--- src/an_monitor_map.svh ---
/*
 * Register offsets, field positions, reset values and timing counts for the
 * auto-negotiation restart and progress monitor block.
 * Assumes a 32-bit Avalon-MM slave with word-aligned registers.
 */
`ifndef AN_MONITOR_MAP_SVH
`define AN_MONITOR_MAP_SVH

// ****************************************************************
// Register byte offsets
// ****************************************************************
`define AN_CONTROL_OFS        4'h0
`define AN_STATUS_OFS         4'h4
`define AN_QUICK_STATUS_OFS   4'h8
`define AN_ARB_STATE_OFS      4'hc

// ****************************************************************
// Control register fields
// ****************************************************************
`define AN_CTRL_RESTART_BIT   9
`define AN_CTRL_ENABLE_BIT    12
`define AN_CTRL_SOFT_RST_BIT  15
`define AN_CTRL_RESET_VAL     16'h1000

// ****************************************************************
// Status register fields
// ****************************************************************
`define AN_STAT_LINK_BIT      2
`define AN_STAT_DONE_BIT      5

// ****************************************************************
// Quick-status register fields
// ****************************************************************
`define AN_QS_SPEED_BIT       15
`define AN_QS_DUPLEX_BIT      14
`define AN_QS_PROG_HI         13
`define AN_QS_PROG_LO         11
`define AN_QS_DONE_BIT        4
`define AN_QS_LINK_BIT        0

// ****************************************************************
// Progress codes and timing
// ****************************************************************
`define AN_CODE_IDLE          4'h0
`define AN_CODE_MAX_RUN       4'h8
`define AN_CODE_DONE          4'hf
// Held after completion: complete flag set, three progress bits zero
`define AN_CODE_LINKED        4'h8
`define AN_TIMEOUT_MS         500
`define AN_CLK_MHZ            250
`define AN_TIMEOUT_CYCLES     (`AN_TIMEOUT_MS * 1000 * `AN_CLK_MHZ)

`endif

--- src/an_monitor_pkg.sv ---
/*
 * Types shared by the auto-negotiation restart and progress monitor.
 * Assumes the constants of an_monitor_map.svh.
 */
package an_monitor_pkg;

	// Arbitration supervisor states
	typedef enum logic [1:0] {
		arb_idle    = 2'b00,
		arb_running = 2'b01,
		arb_done    = 2'b10
	} arb_phase_e;

	// Link result from the arbitration core
	typedef struct packed {
		logic link_up;
		logic speed_100;
		logic full_duplex;
		logic link_fail;
	} link_result_s;

	typedef logic [3:0] progress_code_t;

endpackage

--- src/autoneg_restart_progress_monitor.sv ---
/*
 * Auto-negotiation restart control and progress monitor with an Avalon-MM
 * register slave: control, status, quick-status and arbitration state views.
 * Assumes the arbitration core supplies its 4-bit state and link result
 * synchronously to core_clk, and restarts itself on restart_pulse.
 */
// Summary of operation
// - Restart returns arbitration logic to default, like reset, and restarts the run timer.
// - Restart keeps the latched progress code unchanged.
// - After restart only reads, reset or higher states change progress.
// - After completion only quick-status reads or reset alter progress.
// - A link failure restarts negotiation automatically.
// - Software writes restart bit one; it clears itself.
// - Enable bit toggling one-zero-one restarts negotiation outside hardware mode.
// - Select pin high-low-high restarts negotiation in hardware mode.
// - Negotiation normally completes under 500 ms.
// - Quick-status bit 15 gives speed, bit 14 duplex.
// - Quick-status bit 0 mirrors link, bit 4 completion.
// - Progress code bits are 17.4, 17.13, 17.12, 17.11.
// - Progress codes are 0 through 8, or F.
// - Apart from quick-status reads and reset, held code updates only when arbitration state exceeds it.
// - A quick-status read loads the present arbitration state, or code 8 once complete.
// - A read returns the value held before that read.
// - First read after completion gives complete one, progress 111.
// - Later reads give complete one, progress 000 while linked.
// - Any reset clears monitor and progress bits to zero.
// - Completion sets status and quick-status complete bits.
`timescale 1ns/10ps
`include "an_monitor_map.svh"

module autoneg_restart_progress_monitor #(
	parameter int unsigned TIMEOUT_CYCLES = `AN_TIMEOUT_CYCLES
) (
	input  wire logic                          core_clk,
	input  wire logic                          reset,
	input  wire logic                          clk_en,
	input  wire logic                          hardware_mode,
	input  wire logic                          negotiation_select_pin,
	input  wire logic [3:0]                    arb_state,
	input  wire an_monitor_pkg::link_result_s  link_result,
	input  wire logic [3:0]                    avs_address,
	input  wire logic                          avs_read,
	input  wire logic                          avs_write,
	input  wire logic [31:0]                   avs_writedata,
	input  wire logic [3:0]                    avs_byteenable,
	output logic [31:0]                        avs_readdata,
	output logic                               avs_waitrequest,
	output logic                               avs_response_err,
	output logic                               restart_pulse,
	output logic                               arb_reset,
	output logic                               negotiation_timeout
);

	// ****************************************************************
	// Helper functions
	// ****************************************************************

	// Address match used by every register decode
	function automatic logic hit(input logic [3:0] addr, input logic [3:0] ofs);
		hit = (addr == ofs);
	endfunction

	// Clamp to a legal progress code so no stray value is latched
	function automatic an_monitor_pkg::progress_code_t legal(input logic [3:0] code);
		if (code <= `AN_CODE_MAX_RUN || code == `AN_CODE_DONE) begin
			legal = code;
		end else begin
			legal = `AN_CODE_IDLE;
		end
	endfunction

	// ****************************************************************
	// State
	// ****************************************************************
	an_monitor_pkg::arb_phase_e     phase;
	an_monitor_pkg::arb_phase_e     next_phase;
	an_monitor_pkg::progress_code_t progress;
	an_monitor_pkg::progress_code_t next_progress;
	logic                           enable_bit;
	logic                           restart_bit;
	logic                           soft_reset;
	logic                           enable_seen_low;
	logic                           pin_prev;
	logic                           pin_seen_low;
	logic                           link_fail_prev;
	logic                           read_done;
	logic [31:0]                    timer;
	logic [31:0]                    next_timer;

	// ****************************************************************
	// Bus decode
	// ****************************************************************

	// Reads take two cycles: data latched first, ack second
	wire an_monitor_pkg::progress_code_t present_code = legal(arb_state);
	wire rd_ctrl     = hit(avs_address, `AN_CONTROL_OFS);
	wire rd_stat     = hit(avs_address, `AN_STATUS_OFS);
	wire rd_quick    = hit(avs_address, `AN_QUICK_STATUS_OFS);
	wire rd_arb      = hit(avs_address, `AN_ARB_STATE_OFS);
	wire mapped      = rd_ctrl | rd_stat | rd_quick | rd_arb;
	wire wr_ctrl     = avs_write & rd_ctrl & avs_byteenable[1] & clk_en;
	wire read_take   = avs_read & ~read_done & clk_en;
	wire quick_take  = read_take & rd_quick;
	wire run_done    = (phase == an_monitor_pkg::arb_done);
	wire [15:0] ctrl_reset = `AN_CTRL_RESET_VAL;

	// Restart triggers
	wire wr_restart  = wr_ctrl & avs_writedata[`AN_CTRL_RESTART_BIT];
	wire wr_enable   = wr_ctrl ? avs_writedata[`AN_CTRL_ENABLE_BIT] : enable_bit;
	wire enable_rise = ~hardware_mode & enable_seen_low & wr_enable & ~enable_bit;
	wire pin_rise    = hardware_mode & pin_seen_low & negotiation_select_pin & ~pin_prev;
	wire fail_rise   = link_result.link_fail & ~link_fail_prev;
	wire soft_restart = ~hardware_mode & restart_bit;
	wire any_restart = soft_restart | enable_rise | pin_rise | fail_rise;
	wire any_reset   = reset | soft_reset;

	assign avs_waitrequest = avs_read & ~read_done;
	assign restart_pulse   = any_restart & clk_en;
	assign arb_reset       = any_reset | any_restart;

	// ****************************************************************
	// Read data assembly
	// ****************************************************************

	// Quick-status view uses the held code, captured before this read loads it
	wire [15:0] quick_word = {
		link_result.speed_100,
		link_result.full_duplex,
		progress[2:0],
		6'h00,
		progress[3],
		3'h0,
		link_result.link_up
	};
	wire [15:0] ctrl_word = {soft_reset, 2'h0, enable_bit, 2'h0, restart_bit, 9'h000};
	wire [15:0] stat_word = {10'h000, run_done, 2'h0, link_result.link_up, 2'h0};
	wire [15:0] arb_word  = {12'h000, present_code};
	wire [15:0] read_mux  = rd_quick ? quick_word :
	                        rd_stat  ? stat_word :
	                        rd_ctrl  ? ctrl_word :
	                        rd_arb   ? arb_word : 16'h0000;

	// ****************************************************************
	// Progress monitor next value
	// ****************************************************************

	// Read load wins; otherwise only a larger state is latched
	// Once complete, a read leaves the complete flag with zero progress bits
	always_comb begin
		next_progress = progress;
		if (quick_take) begin
			next_progress = run_done ? `AN_CODE_LINKED : present_code;
		end else if (run_done) begin
			next_progress = progress;
		end else if (present_code > progress) begin
			next_progress = present_code;
		end
	end

	// ****************************************************************
	// Arbitration supervisor
	// ****************************************************************

	// Tracks run and completion; a restart drops back to running
	always_comb begin
		next_phase = phase;
		next_timer = timer;
		case (phase)
			an_monitor_pkg::arb_idle: begin
				if (enable_bit || hardware_mode) begin
					next_phase = an_monitor_pkg::arb_running;
					next_timer = 32'h0000_0000;
				end
			end
			an_monitor_pkg::arb_running: begin
				if (present_code == `AN_CODE_DONE) begin
					next_phase = an_monitor_pkg::arb_done;
				end else if (timer < TIMEOUT_CYCLES) begin
					next_timer = timer + 32'h0000_0001;
				end
			end
			an_monitor_pkg::arb_done: begin
				if (present_code != `AN_CODE_DONE) begin
					next_phase = an_monitor_pkg::arb_running;
					next_timer = 32'h0000_0000;
				end
			end
			default: begin
				next_phase = an_monitor_pkg::arb_idle;
			end
		endcase
		if (any_restart) begin
			next_phase = an_monitor_pkg::arb_running;
			next_timer = 32'h0000_0000;
		end
	end

	// ****************************************************************
	// Registers
	// ****************************************************************

	// Progress code survives restarts, cleared only by reset
	always_ff @(posedge core_clk) begin
		if (any_reset) begin
			progress <= `AN_CODE_IDLE;
		end else if (clk_en) begin
			progress <= next_progress;
		end
	end

	// Supervisor and timeout
	always_ff @(posedge core_clk) begin
		if (any_reset) begin
			phase               <= an_monitor_pkg::arb_idle;
			timer               <= 32'h0000_0000;
			negotiation_timeout <= 1'b0;
		end else if (clk_en) begin
			phase               <= next_phase;
			timer               <= next_timer;
			negotiation_timeout <= (next_timer >= TIMEOUT_CYCLES);
		end
	end

	// Control bits; restart self-clears the cycle after it acts
	always_ff @(posedge core_clk) begin
		if (reset) begin
			enable_bit  <= ctrl_reset[`AN_CTRL_ENABLE_BIT];
			restart_bit <= 1'b0;
			soft_reset  <= 1'b0;
		end else if (clk_en) begin
			enable_bit  <= wr_enable;
			restart_bit <= wr_restart & ~restart_bit;
			soft_reset  <= wr_ctrl & avs_writedata[`AN_CTRL_SOFT_RST_BIT] & ~soft_reset;
		end
	end

	// Edge trackers for the enable bit, pin and link failure
	always_ff @(posedge core_clk) begin
		if (any_reset) begin
			enable_seen_low <= 1'b0;
			pin_prev        <= 1'b0;
			pin_seen_low    <= 1'b0;
			link_fail_prev  <= 1'b0;
		end else if (clk_en) begin
			if (enable_bit && !wr_enable) begin
				enable_seen_low <= 1'b1;
			end else if (enable_rise) begin
				enable_seen_low <= 1'b0;
			end
			pin_prev <= negotiation_select_pin;
			if (pin_prev && !negotiation_select_pin) begin
				pin_seen_low <= 1'b1;
			end else if (pin_rise) begin
				pin_seen_low <= 1'b0;
			end
			link_fail_prev <= link_result.link_fail;
		end
	end

	// Read data registered; the progress load lands in the same edge
	always_ff @(posedge core_clk) begin
		if (reset) begin
			avs_readdata     <= 32'h0000_0000;
			avs_response_err <= 1'b0;
			read_done        <= 1'b0;
		end else if (clk_en) begin
			read_done <= read_take;
			if (read_take) begin
				avs_readdata     <= {16'h0000, read_mux};
				avs_response_err <= ~mapped;
			end else if (avs_write) begin
				avs_response_err <= ~mapped;
			end
		end
	end

endmodule

--- config.mk ---
export PLATFORM = sky130hd
export DESIGN_NAME = autoneg_restart_progress_monitor
export DESIGN_NICKNAME = d
export VERILOG_FILES = /design/src/an_monitor_pkg.sv /design/src/autoneg_restart_progress_monitor.sv
export VERILOG_INCLUDE_DIRS = /design/src
export SDC_FILE = /design/constraint.sdc
export NUM_CORES = 1
export LEC_CHECK = 0
export ABC_AREA = 1
export BUFFER_PORTS_ARGS = -buffer_cell sky130_fd_sc_hd__buf_2
export CAP_MARGIN = 20
export CELL_PAD_IN_SITES_DETAIL_PLACEMENT = 1
export CELL_PAD_IN_SITES_GLOBAL_PLACEMENT = 1
export CORE_ASPECT_RATIO = 1.25
export CORE_MARGIN = 3
export CORE_UTILIZATION = 38
export DETAILED_ROUTE_END_ITERATION = 10
export PLACE_DENSITY = 0.89
export SLEW_MARGIN = 20
export SYNTH_ARGS = -nofsm -noshare
export SYNTH_HDL_FRONTEND = slang
export SYNTH_SLANG_ARGS = --single-unit
--- constraint.sdc ---
create_clock -name core_clk -period 2.85 [get_ports core_clk]
set_input_delay 0.57 -clock core_clk [delete_from_list [all_inputs] [get_ports core_clk]]
set_output_delay 0.57 -clock core_clk [all_outputs]
set_load 0.05 [all_outputs]
==> After elaboration in Yosys (flattened, before gate mapping) <==
Index checks and enable logic that the tools add are counted.
{ "word_totals": {"output_inout_bits": 37, "elab_cells": 111, "regBits": 64} }
{ "classes": {"add_sub_neg": 1, "n_bitwise": 35, "n_lt_le_gt_ge": 4, "mux": 27, "n_eq_ne": 12, "n_reduce_logical": 18} }
{ "op_table": {"columns": ["op", "n"], "rows": [
  ["32-bit two-way mux", 5],
  ["32-bit one-hot mux with 3 select lines", 1],
  ["16-bit two-way mux", 3],
  ["32-bit by 1-bit adder with 32-bit output (second input constant)", 1],
  ["32-bit by 27-bit >= comparator with 1-bit output (second input constant)", 1],
  ["32-bit by 27-bit < comparator with 1-bit output (second input constant)", 1],
  ["4-bit two-way mux", 6],
  ["1-bit bitwise AND", 19],
  ["4-bit equality test (second input constant)", 4],
  ["2-bit two-way mux", 4],
  ["1-bit inverter", 8],
  ["1-bit bitwise OR", 8],
  ["2-bit AND reduction", 4],
  ["2-bit nonzero test", 4],
  ["1-bit two-way mux", 7],
  ["3-bit != test (second input constant)", 2],
  ["2-bit one-hot mux with 3 select lines", 1],
  ["4-bit by 3-bit equality test with 1-bit output (second input constant)", 1],
  ["4-bit > comparator", 1],
  ["4-bit less-or-equal comparator (second input constant)", 1],
  ["4-bit zero test", 1],
  ["4-bit != test (second input constant)", 1],
  ["4-bit AND reduction", 1],
  ["3-bit by 1-bit != test with 1-bit output (second input constant)", 1],
  ["other kinds (8)", 11]
]} }

==> Logic depth before layout (Yosys ltp) <==
Gate-level depths: netlist of the first run.
{ "logic_depth": {"depth_word": 12, "depth_mapped": 20, "depth_no_buf": 20} }

==> Worst setup path after synthesis of the first run <==
Ideal clock, no wire load.
{ "synth_path": {"kind": "input to output", "start": "input port avs_address[0]", "end": "output port restart_pulse", "arrival_time_ns": 2.304, "stages": 12, "path_slack_ns": -0.024, "n_path_buf": 1, "cell_sequence": "inv_1 nand2_1 nor3_1 nand4_1 clkinv_1 nor2_1 nor2_1 nand3_1 nand2_1 inv_1 buf_2 nor2_1"} }
{ "synth_via": {"elab_chain_cells": 11} }
{ "synth_rtl": {"columns": ["element", "line_no", "rtl"], "rows": [
  ["from (decl)", "autoneg_restart_progress_monitor.sv:41", "input wire logic [3:0] avs_address,"],
  ["4-bit zero test", "autoneg_restart_progress_monitor.sv:60", "hit = (addr == ofs);"],
  ["1-bit bitwise AND (3 in a row)", "autoneg_restart_progress_monitor.sv:101", "wire wr_ctrl = avs_write & rd_ctrl & avs_byteenable[1] & clk_en;"],
  ["1-bit two-way mux", "autoneg_restart_progress_monitor.sv:109", "wire wr_enable = wr_ctrl ? avs_writedata[`AN_CTRL_ENABLE_BIT] : enable_bit;"],
  ["1-bit bitwise AND (2 in a row)", "autoneg_restart_progress_monitor.sv:110", "wire enable_rise = ~hardware_mode & enable_seen_low & wr_enable & ~enable_bit;"],
  ["1-bit bitwise OR (3 in a row)", "autoneg_restart_progress_monitor.sv:114", "wire any_restart = soft_restart | enable_rise | pin_rise | fail_rise;"],
  ["1-bit bitwise AND", "autoneg_restart_progress_monitor.sv:118", "assign restart_pulse = any_restart & clk_en;"],
  ["to (decl)", "autoneg_restart_progress_monitor.sv:49", "output logic restart_pulse,"]
]} }
No other way between the ends.

==> Worst setup path in the final report of the first run <==
Same ends and word-level chain as after synthesis.

==> results of run 1 <==
-- power groups by stage --
stage               registers [W]  logic, W  clock network, W
floorplan                0.000950  0.000376                 0
global placement         0.000948  0.000484                 0
detailed placement       0.000951  0.000501                 0
CTS                      0.000933  0.000509           0.00113
global route             0.000941  0.000571           0.00118
finish                   0.000935  0.000514           0.00112
-- state kept, by name (all words and copies together) (netlist names) --
name	count
avs_readdata	12
avs_response_err	1
enable_bit	1
enable_seen_low	1
link_fail_prev	1
negotiation_timeout	1
phase	2
pin_prev	1
pin_seen_low	1
progress	4
read_done	1
restart_bit	1
soft_reset	1
timer	32
-- cell type report --
class,instances,area (um2),area share
clock buffer,9,225,0.0425
clock inverter,7,75.1,0.0142
inverter,88,333,0.0628
multi-input combinational,593,2860,0.540
sequential,60,1200,0.227
tap,161,201,0.0380
timing repair buffer,63,397,0.0749
-- layout by cell type, fill, tap and decap left out, types with 2 or more instances in the layout --
cell type   count
nor2_1         89
conb_1         20
nand2_4         2
buf_2          37
a21oi_1        65
ha_1            5
a21oi_2         4
inv_2           5
nor3_4          2
o211ai_1       10
nor3_1          9
nand2_1       191
nand3_1        63
nor2_2         11
a211oi_1       10
inv_1          81
dfxtp_2         2
clkinvlp_4      3
o31ai_1         3
nand4_1        14
dfxtp_1        58
nor4_1          3
nand2_2         7
or2_2           2
clkbuf_16       9
o21ai_1         6
nor2_4          2
o21ai_0        57
a31oi_1         6
buf_4          24
-- metrics by stage --
stage	util	setup slack [ns]	power, W
after global routing	0.452	0.00393	0.00269
after floorplan	-	0.205	0.00133
final	0.452	0.205	0.00256
after CTS	0.450	0.0388	0.00258
after detailed placement	0.424	0.0919	0.00145
after global placement	0.424	0.182	0.00143
-- path summary, 6_finish.rpt --
path / startpoint / endpoint / slack (ns)
setup / recovery: avs_address[0] / restart_pulse / 0.21
hold reg to reg: avs_response_err / avs_response_err / 0.46
setup reg to reg: timer[23] / negotiation_timeout / 0.34
hold / removal: avs_response_err / avs_response_err / 0.46
-- layer usage --
layer,routed length [um],vias to the layer above,global-route usage
met2,8240,145,0.441
met3,895,39,0.0472
li1,-,2602,-
met1,6340,2527,0.269
met4,521,0,0.133
met5,0,-,0
-- logic make-up (layout without fill, tap and decap cells) --
logic type,count (synthesis),count (layout),synth area share
DFF,60,60,0.262
other,1,20,0.000818
adders and majority gates,5,5,0.0136
xor gates and xnor gates,1,1,0.00191
and+or+nand+nor,399,399,0.381
AOI/OAI and AO/OA,168,168,0.207
buffers and inverters,139,167,0.134
-- worst min-delay path, stage by stage, from the launching register on --
cell,delay [ns]
dfxtp_1,0.31
inv_1,0.05
a21oi_1,0.06
-- what timing repair did --
item / CTS / global route
gates resized for setup: 0 / 11
setup endpoints to repair: 0 / 3
hold buffers: 0 / 0
==> impl_metrics.tcl, run 1 <==
set metrics [dict create \
    status "completed" \
    remaining_drc_errors 0 \
    placed_cells 965 \
    syn_area_um2 4590 \
    coreArea_um2 11700 \
    avgRoutedWirePerCell_um 16.3 \
    worst_clock_skew_ns 0.00972 \
    finalNonFillerCells 981 \
    htree_levels 3 \
    finalHoldViolations 0 \
    postSynthCellCount 773 \
    intPower_w 0.00171 \
    cp.required_ns 2.28 \
    drt_wl_total_mm 16.0 \
    viasPerCell 5.42 \
    ys_warn_count 0 \
    synth.area.top_cells "dfxtp_1 26%, nand2_1 16%, nor2_1 7.7%" \
    ios 92 \
    crit_buf_inv 5 \
    setup.worst_path.class "input pin to output pin" \
    maxSlewViolCount 0 \
    clkSlewWorstSetupHoldPaths_ns 0.06 \
    endpoint_kind "output pin" \
    cts_buffers 9 \
    start_util 0.391 \
    hold_ws_ns 0.455 \
    grt_start_max_net_pins 60 \
    cellLeakagePower_nw 2.34 \
    cp_top_family "simple AND/OR/NAND/NOR gates" \
    cp_slowest_stage_delay_ns 0.20 \
    cts_setup_buffers 0 \
    root_buffer "clkbuf_16" \
    drt_iter0_drc 260 \
    synth_flop_cell "dfxtp_1" \
    antenna_found_initial 0 \
    crit_cells 13 \
    synth_area_leader_cell "dfxtp_1" \
    dp_hpwl_mm 11.4 \
    routed-via-count 5313 \
    fillers 1662 \
    grt_pass1_wl_mm 26.9 \
    dieArea_um2 13400 \
    path_max_fanout 4 \
    rsz0062_at_grt "false" \
    place.gp.congestion 0.889 \
    slew_headroom 0.597 \
    p_comb_frac 0.200 \
    reg2reg_depth 17 \
    synth_seq_cells 60 \
    crit_chain "buf_2 -> inv_1 -> nand2_1 -> nor3_1 -> nand4_1 -> clkinv_1 -> nor2_1 -> nor2_2 -> nand3_1 -> nand2_2 -> inv_1 -> nor2_2 -> buf_6" \
    seqPwrFrac 0.364 \
    io_buffers 39 \
    cts_buffer_depth 2 \
    worstPathArrival_ns 2.07 \
    synth_edf_count 0 \
    die_y_um 129 \
    ant_nets 0 \
    critPathLaunchType "input pin" \
    power_frac_clock 0.435 \
    cts_tree "yes" \
    hold_depth 2 \
    tns_ns 0 \
    timing.final.crit_share 0.928 \
    drive_gt1_frac 0.148 \
    core.rowCount 44 \
    ys_seq_area_frac 0.262 \
    synthArstFlopShare 0 \
    p_sw_frac 0.334 \
    max_clock_freq_mhz 378 \
    yosys-top-cells-count "192 x nand2_1, 94 x nor2_1, 81 x inv_1" \
    syn_avg_cell_area_um2 5.93 \
    post-synth-top-area-fraction 0.262 \
    setup_viol 0 \
    grt_pass1_vias 5637 \
    hp-class "flip-flop to flip-flop" \
    drt_first_pass_iters 4 \
    grt-ovfl-total 0 \
    max-cap-violations 0 \
    p_per_area_nw_per_um2 484 \
    ir_drop_mv 0.311 \
    area_delta_synth_final_pct 15.5 \
    grtUsageTotal 0.244 \
    power.net_switching_w 0.000858 \
    die_x_um 104 \
    synth_cell_types 43 \
    synth.most_common_cell "nand2_1" \
    diodes 0 \
    final_nets 875 \
    tightest_slew_ns 0.597 \
    place_area_um2 4970 \
    min_period_ns 2.64 \
    critPathSlowestCell "nand4_1" \
    design_area_um2 5300 \
    clock_sinks 60 \
    worstSkewPairLatency_ns 0.34 \
]
(Power assumes the default switching activity.)
==> run 2, diff against run 1 <==
CORE_UTILIZATION = 41   (was 38)
PLACE_DENSITY = 0.94   (was 0.89)
clock period = 3.3 ns   (was 2.85 ns; I/O delays follow)
==> impl_metrics.tcl, run 2 (synthesized netlist as in run 1, its figures left out) <==
set metrics [dict create \
    status "completed" \
    htree_levels 3 \
    largest_register "timer" \
    max_clock_freq_mhz 336 \
    diodes 0 \
    reg2reg_to "negotiation_timeout" \
    timing.final.crit_share 0.902 \
    dieArea_um2 12500 \
    cts_buffer_depth 2 \
    regArea_um2 1200 \
    drt_iter0_drc 411 \
    cp.required_ns 2.64 \
    antenna_found_initial 0 \
    clock_sinks 60 \
    slew_headroom 0.605 \
    finalHoldViolations 0 \
    cts-resized-gates 0 \
    clkSlewWorstSetupHoldPaths_ns 0.05 \
    root_buffer "clkbuf_16" \
    rr_startpoint "timer[0]" \
    critPathLaunchType "input pin" \
    setup_viol 0 \
    maxSlewViolCount 0 \
    final_common_cell "nand2_1" \
    coreArea_um2 10800 \
    worstPathArrival_ns 2.32 \
    fillers 1491 \
    crit_start "avs_address[1]" \
    drt_first_pass_iters 5 \
    grt_pass1_vias 5714 \
    grt_start_max_net_pins 60 \
    cts_setup_buffers 0 \
    use_met1 0.315 \
    ir_drop_mv 0.283 \
    routed-via-count 5466 \
    avgRoutedWirePerCell_um 17.5 \
    largest_register_ffs 32 \
    worstSkewPairLatency_ns 0.34 \
    die_x_um 101 \
    rsz0062_at_grt "false" \
    worstHoldEndpoint "avs_readdata[11]" \
    worst_slack_ns 0.322 \
    ios 92 \
    multi_input_area_um2 2850 \
    place_ws_ns 0.307 \
    core.rowCount 42 \
    grt-ovfl-total 0 \
    grt-busiest-layer "met2" \
    cts_tree "yes" \
    die_y_um 124 \
    place.gp.congestion 0.864 \
    endpoint_kind "output pin" \
    grt_use_met3 0.0555 \
    hold_depth 2 \
    dp_hpwl_mm 11.1 \
    tns_ns 0 \
    ant_nets 0 \
    remaining_drc_errors 0 \
    drive_gt1_frac 0.127 \
    start_util 0.426 \
    max-cap-violations 0 \
    min_from "avs_readdata[11]" \
    hp-class "flip-flop to flip-flop" \
    tightest_slew_ns 0.584 \
    path_max_fanout 7 \
    grt_util_met2 0.460 \
    holdBufCountCts 0 \
    top_regs "timer: 32 flops, avs_readdata: 12 flops, progress: 4 flops" \
    r2r_slack_ns 0.43 \
    worst_clock_skew_ns 0.00837 \
    cts_buffers 9 \
    grt_pass1_wl_mm 27.7 \
    p_per_area_nw_per_um2 440 \
    layout_common_cells "192 x nand2_1, 92 x nor2_1, 81 x inv_1" \
    area_delta_synth_final_pct 12.6 \
    grtUsageTotal 0.271 \
    min_period_ns 2.98 \
    io_buffers 39 \
    power_w 0.00227 \
    drt_wl_total_mm 16.5 \
    cellLeakagePower_nw 2.29 \
    setup.worst_path.class "input pin to output pin" \
    reg2reg_depth 17 \
    final_nets 865 \
    viasPerCell 5.80 \
]
==> run 2: cell types whose count changed in the layout (fill, tap and decap cells not counted), sizes merged <==
| cell | before | now |
|---|---|---|
| buf | 63 | 53 |
| bufinv | 1 | 2 |
| clkbuf | 9 | 10 |
| clkinvlp | 3 | 2 |
| inv | 88 | 87 |
==> run 2: cell type report <==
type                       count  area share
multi-input combinational    593       0.551
sequential                    60       0.233
inverter                      88      0.0645
clock inverter                 6      0.0172
tap                          132      0.0320
timing repair buffer          53      0.0582
clock buffer                  10      0.0443
==> run 2: routing by layer <==
metal	routed length, um	part of all wire
met1	6450	0.39
met2	8250	0.50
met3	1060	0.064
met4	727	0.044
met5	0	0
==> run 2: worst max path at each step <==
stage / to / slack (ns) / depth (start not counted)
after floorplan: restart_pulse / 0.25 / 12
after detailed placement: negotiation_timeout / 0.31 / 19
after CTS: restart_pulse / 0.32 / 13
after global placement: restart_pulse / 0.48 / 13
final: restart_pulse / 0.32 / 13
after global routing: restart_pulse / 0.16 / 13
==> run 2: critical path, cell delays in order <==
cell	delay, ns
buf_2	0.10
inv_1	0.04
nand2_1	0.14
nor3_1	0.18
nand4_1	0.18
clkinv_1	0.13
nor2_1	0.07
nor2_1	0.14
nand3_1	0.11
nand2_1	0.09
inv_1	0.08
nor2_1	0.10
buf_2	0.29
==> run 2: stage by stage <==
stage	instances	cell area (um2)	utilization	hold slack, ns
finish	942	5160	0.479	0.461
CTS	942	5160	0.479	0.468
detailed placement	926	4850	0.450	0.459
global placement	926	4850	0.450	0.440
global route	942	5160	0.479	0.499
floorplan	792	4660	-	0.440
==> run 2: power breakdown <==
group | internal [W] | switching [W] | total [W] | leakage [nW]
registers | 0.000763 | 0.0000472 | 0.000810 | 0.492
clock network | 0.000661 | 0.000366 | 0.00103 | 0.149
logic | 0.000114 | 0.000323 | 0.000436 | 1.65
total | 0.00154 | 0.000736 | 0.00227 | 2.29
==> run 3, diff against run 2 <==
CORE_ASPECT_RATIO = unset   (was 1.25)
==> impl_metrics.tcl, run 3 (synthesized netlist as in run 1, its figures left out) <==
set metrics [dict create \
    clkSlewWorstSetupHoldPaths_ns 0.07 \
    cts-resized-gates 0 \
    p_comb_frac 0.221 \
    grt_pass1_wl_mm 26.3 \
    slew_headroom 0.569 \
    drt_first_pass_iters 9 \
    crit_buf_inv 5 \
    largest_register "timer" \
    endpoint_kind "output pin" \
    cts_tree "yes" \
    status "completed" \
    worst_clock_skew_ns 0.0152 \
    intPower_w 0.00123 \
    cts_setup_buffers 0 \
    seqPwrFrac 0.418 \
    crit_cells 13 \
    tns_ns 0 \
    max_clock_freq_mhz 329 \
    io_buffers 39 \
    worstHoldEndpoint "avs_response_err" \
    reg2reg_to "negotiation_timeout" \
    p_per_area_nw_per_um2 383 \
    cp_slowest_stage_delay_ns 0.29 \
    cp_top_family "simple AND/OR/NAND/NOR gates" \
    final_nets 866 \
    min_period_ns 3.04 \
    final_common_cell "nand2_1" \
    max-cap-violations 0 \
    cts_buffers 9 \
    r2r_slack_ns 0.55 \
    area_delta_synth_final_pct 10.3 \
    maxSlewViolCount 0 \
    dp_hpwl_mm 11.4 \
    tightest_slew_ns 0.641 \
    min_from "avs_response_err" \
    avgRoutedWirePerCell_um 16.9 \
    antenna_found_initial 0 \
    reg2reg_depth 17 \
    drt_wl_total_mm 16.0 \
    cpMostUsedCell "nor2_1" \
    layout_common_cells "192 x nand2_1, 92 x nor2_1, 81 x inv_1" \
    worstSkewPairLatency_ns 0.36 \
    ios 92 \
    diodes 0 \
    path_max_fanout 7 \
    timing.final.crit_share 0.921 \
    dieArea_um2 12500 \
    drive_gt1_frac 0.129 \
    setup.worst_path.class "input pin to output pin" \
    remaining_drc_errors 0 \
    cellLeakagePower_nw 2.24 \
    grtUsageTotal 0.255 \
    worstPathArrival_ns 2.38 \
    largest_register_ffs 32 \
    rr_startpoint "timer[0]" \
    utilization 0.477 \
    coreArea_um2 10600 \
    top_regs "timer: 32 flops, avs_readdata: 12 flops, progress: 4 flops" \
    clock_sinks 60 \
    crit_chain "buf_2 -> inv_1 -> nand2_1 -> nor3_1 -> nand4_1 -> clkinv_1 -> nor2_1 -> nor2_1 -> nand3_1 -> nand2_1 -> inv_1 -> nor2_1 -> buf_2" \
    htree_levels 3 \
    grt-ovfl-total 0 \
    grt_pass1_vias 5265 \
    ir_drop_mv 0.234 \
    ant_nets 0 \
    critPathLaunchType "input pin" \
    core.rowCount 37 \
    holdBufCountCts 0 \
    power.net_switching_w 0.000708 \
    cts_buffer_depth 2 \
    drt_iter0_drc 371 \
    setup_viol 0 \
    power_frac_clock 0.361 \
    hold_depth 2 \
    fillers 1513 \
    start_util 0.433 \
    cp.required_ns 2.64 \
    die_x_um 112 \
    root_buffer "clkbuf_8" \
    routed-via-count 5421 \
    die_y_um 112 \
    grt_start_max_net_pins 60 \
    place.gp.congestion 0.885 \
    rsz0062_at_grt "false" \
    hp-class "flip-flop to flip-flop" \
    critPathSlowestCell "buf_2" \
    viasPerCell 5.72 \
    p_sw_frac 0.366 \
    finalHoldViolations 0 \
]
-- run 3: cell count changes in the layout (fill, tap and decap cells not counted), sizes merged --
| cell | before | now |
|---|---|---|
| buf | 53 | 54 |
| clkinv | 3 | 4 |
| bufinv | 2 | 1 |
| clkbuf | 10 | 9 |
| inv | 87 | 88 |
-- run 3: worst max path at each step --
stage | start | endpoint | slack (ns)
finish | avs_address[0] | restart_pulse | 0.26
detailed placement | avs_address[0] | restart_pulse | 0.24
floorplan | avs_address[0] | restart_pulse | 0.25
CTS | avs_address[0] | restart_pulse | 0.24
global placement | avs_address[0] | restart_pulse | 0.37
global route | avs_address[0] | restart_pulse | 0.06
-- run 3: layout make-up --
| class | count | area (um2) | area share |
|---|---|---|---|
| repair buffers | 54 | 308 | 0.0608 |
| well taps | 136 | 170 | 0.0336 |
| inverters | 88 | 333 | 0.0658 |
| clock inverters | 7 | 76.3 | 0.0151 |
| clock buffers | 9 | 124 | 0.0245 |
| flip-flops and latches | 60 | 1200 | 0.237 |
| multi-input cells | 593 | 2850 | 0.563 |
-- run 3: worst reg2reg max path, stage by stage (launching register included) --
cell	delay, ns
dfxtp_1	0.50
ha_1	0.20
inv_1	0.07
nor2_1	0.13
nand2_2	0.15
nor3_1	0.24
nand4_1	0.14
nor2_1	0.12
nand3_1	0.10
nand2_1	0.09
nand2_1	0.05
a21oi_1	0.18
nand2_1	0.08
nor2_1	0.19
nand3_1	0.12
nor2_1	0.13
nand2_1	0.09
a21oi_2	0.11
-- run 3: power groups by stage --
stage | logic [W] | registers, W | clock network (W)
floorplan | 0.000324 | 0.000820 | 0
global placement | 0.000402 | 0.000822 | 0
detailed placement | 0.000419 | 0.000824 | 0
CTS | 0.000424 | 0.000808 | 0.000706
global route | 0.000473 | 0.000815 | 0.000742
finish | 0.000428 | 0.000810 | 0.000698
-- run 3: metal layers --
layer | global-route usage | vias to the layer above | part of all wire
li1 | - | 2581 | -
met1 | 0.315 | 2615 | 0.42
met2 | 0.448 | 187 | 0.50
met3 | 0.0451 | 38 | 0.054
met4 | 0.0803 | 0 | 0.028
met5 | 0 | - | 0
-- run 3: per-stage QoR --
stage	power, W	cells	area (um2)	setup WS, ns	hold WS [ns]
finish	0.00194	947	5060	0.262	0.459
global route	0.00203	947	5060	0.0604	0.480
CTS	0.00194	947	5060	0.240	0.459
detailed placement	0.00124	931	4860	0.244	0.448
global placement	0.00122	931	4860	0.366	0.436
floorplan	0.00114	792	4660	0.246	0.440
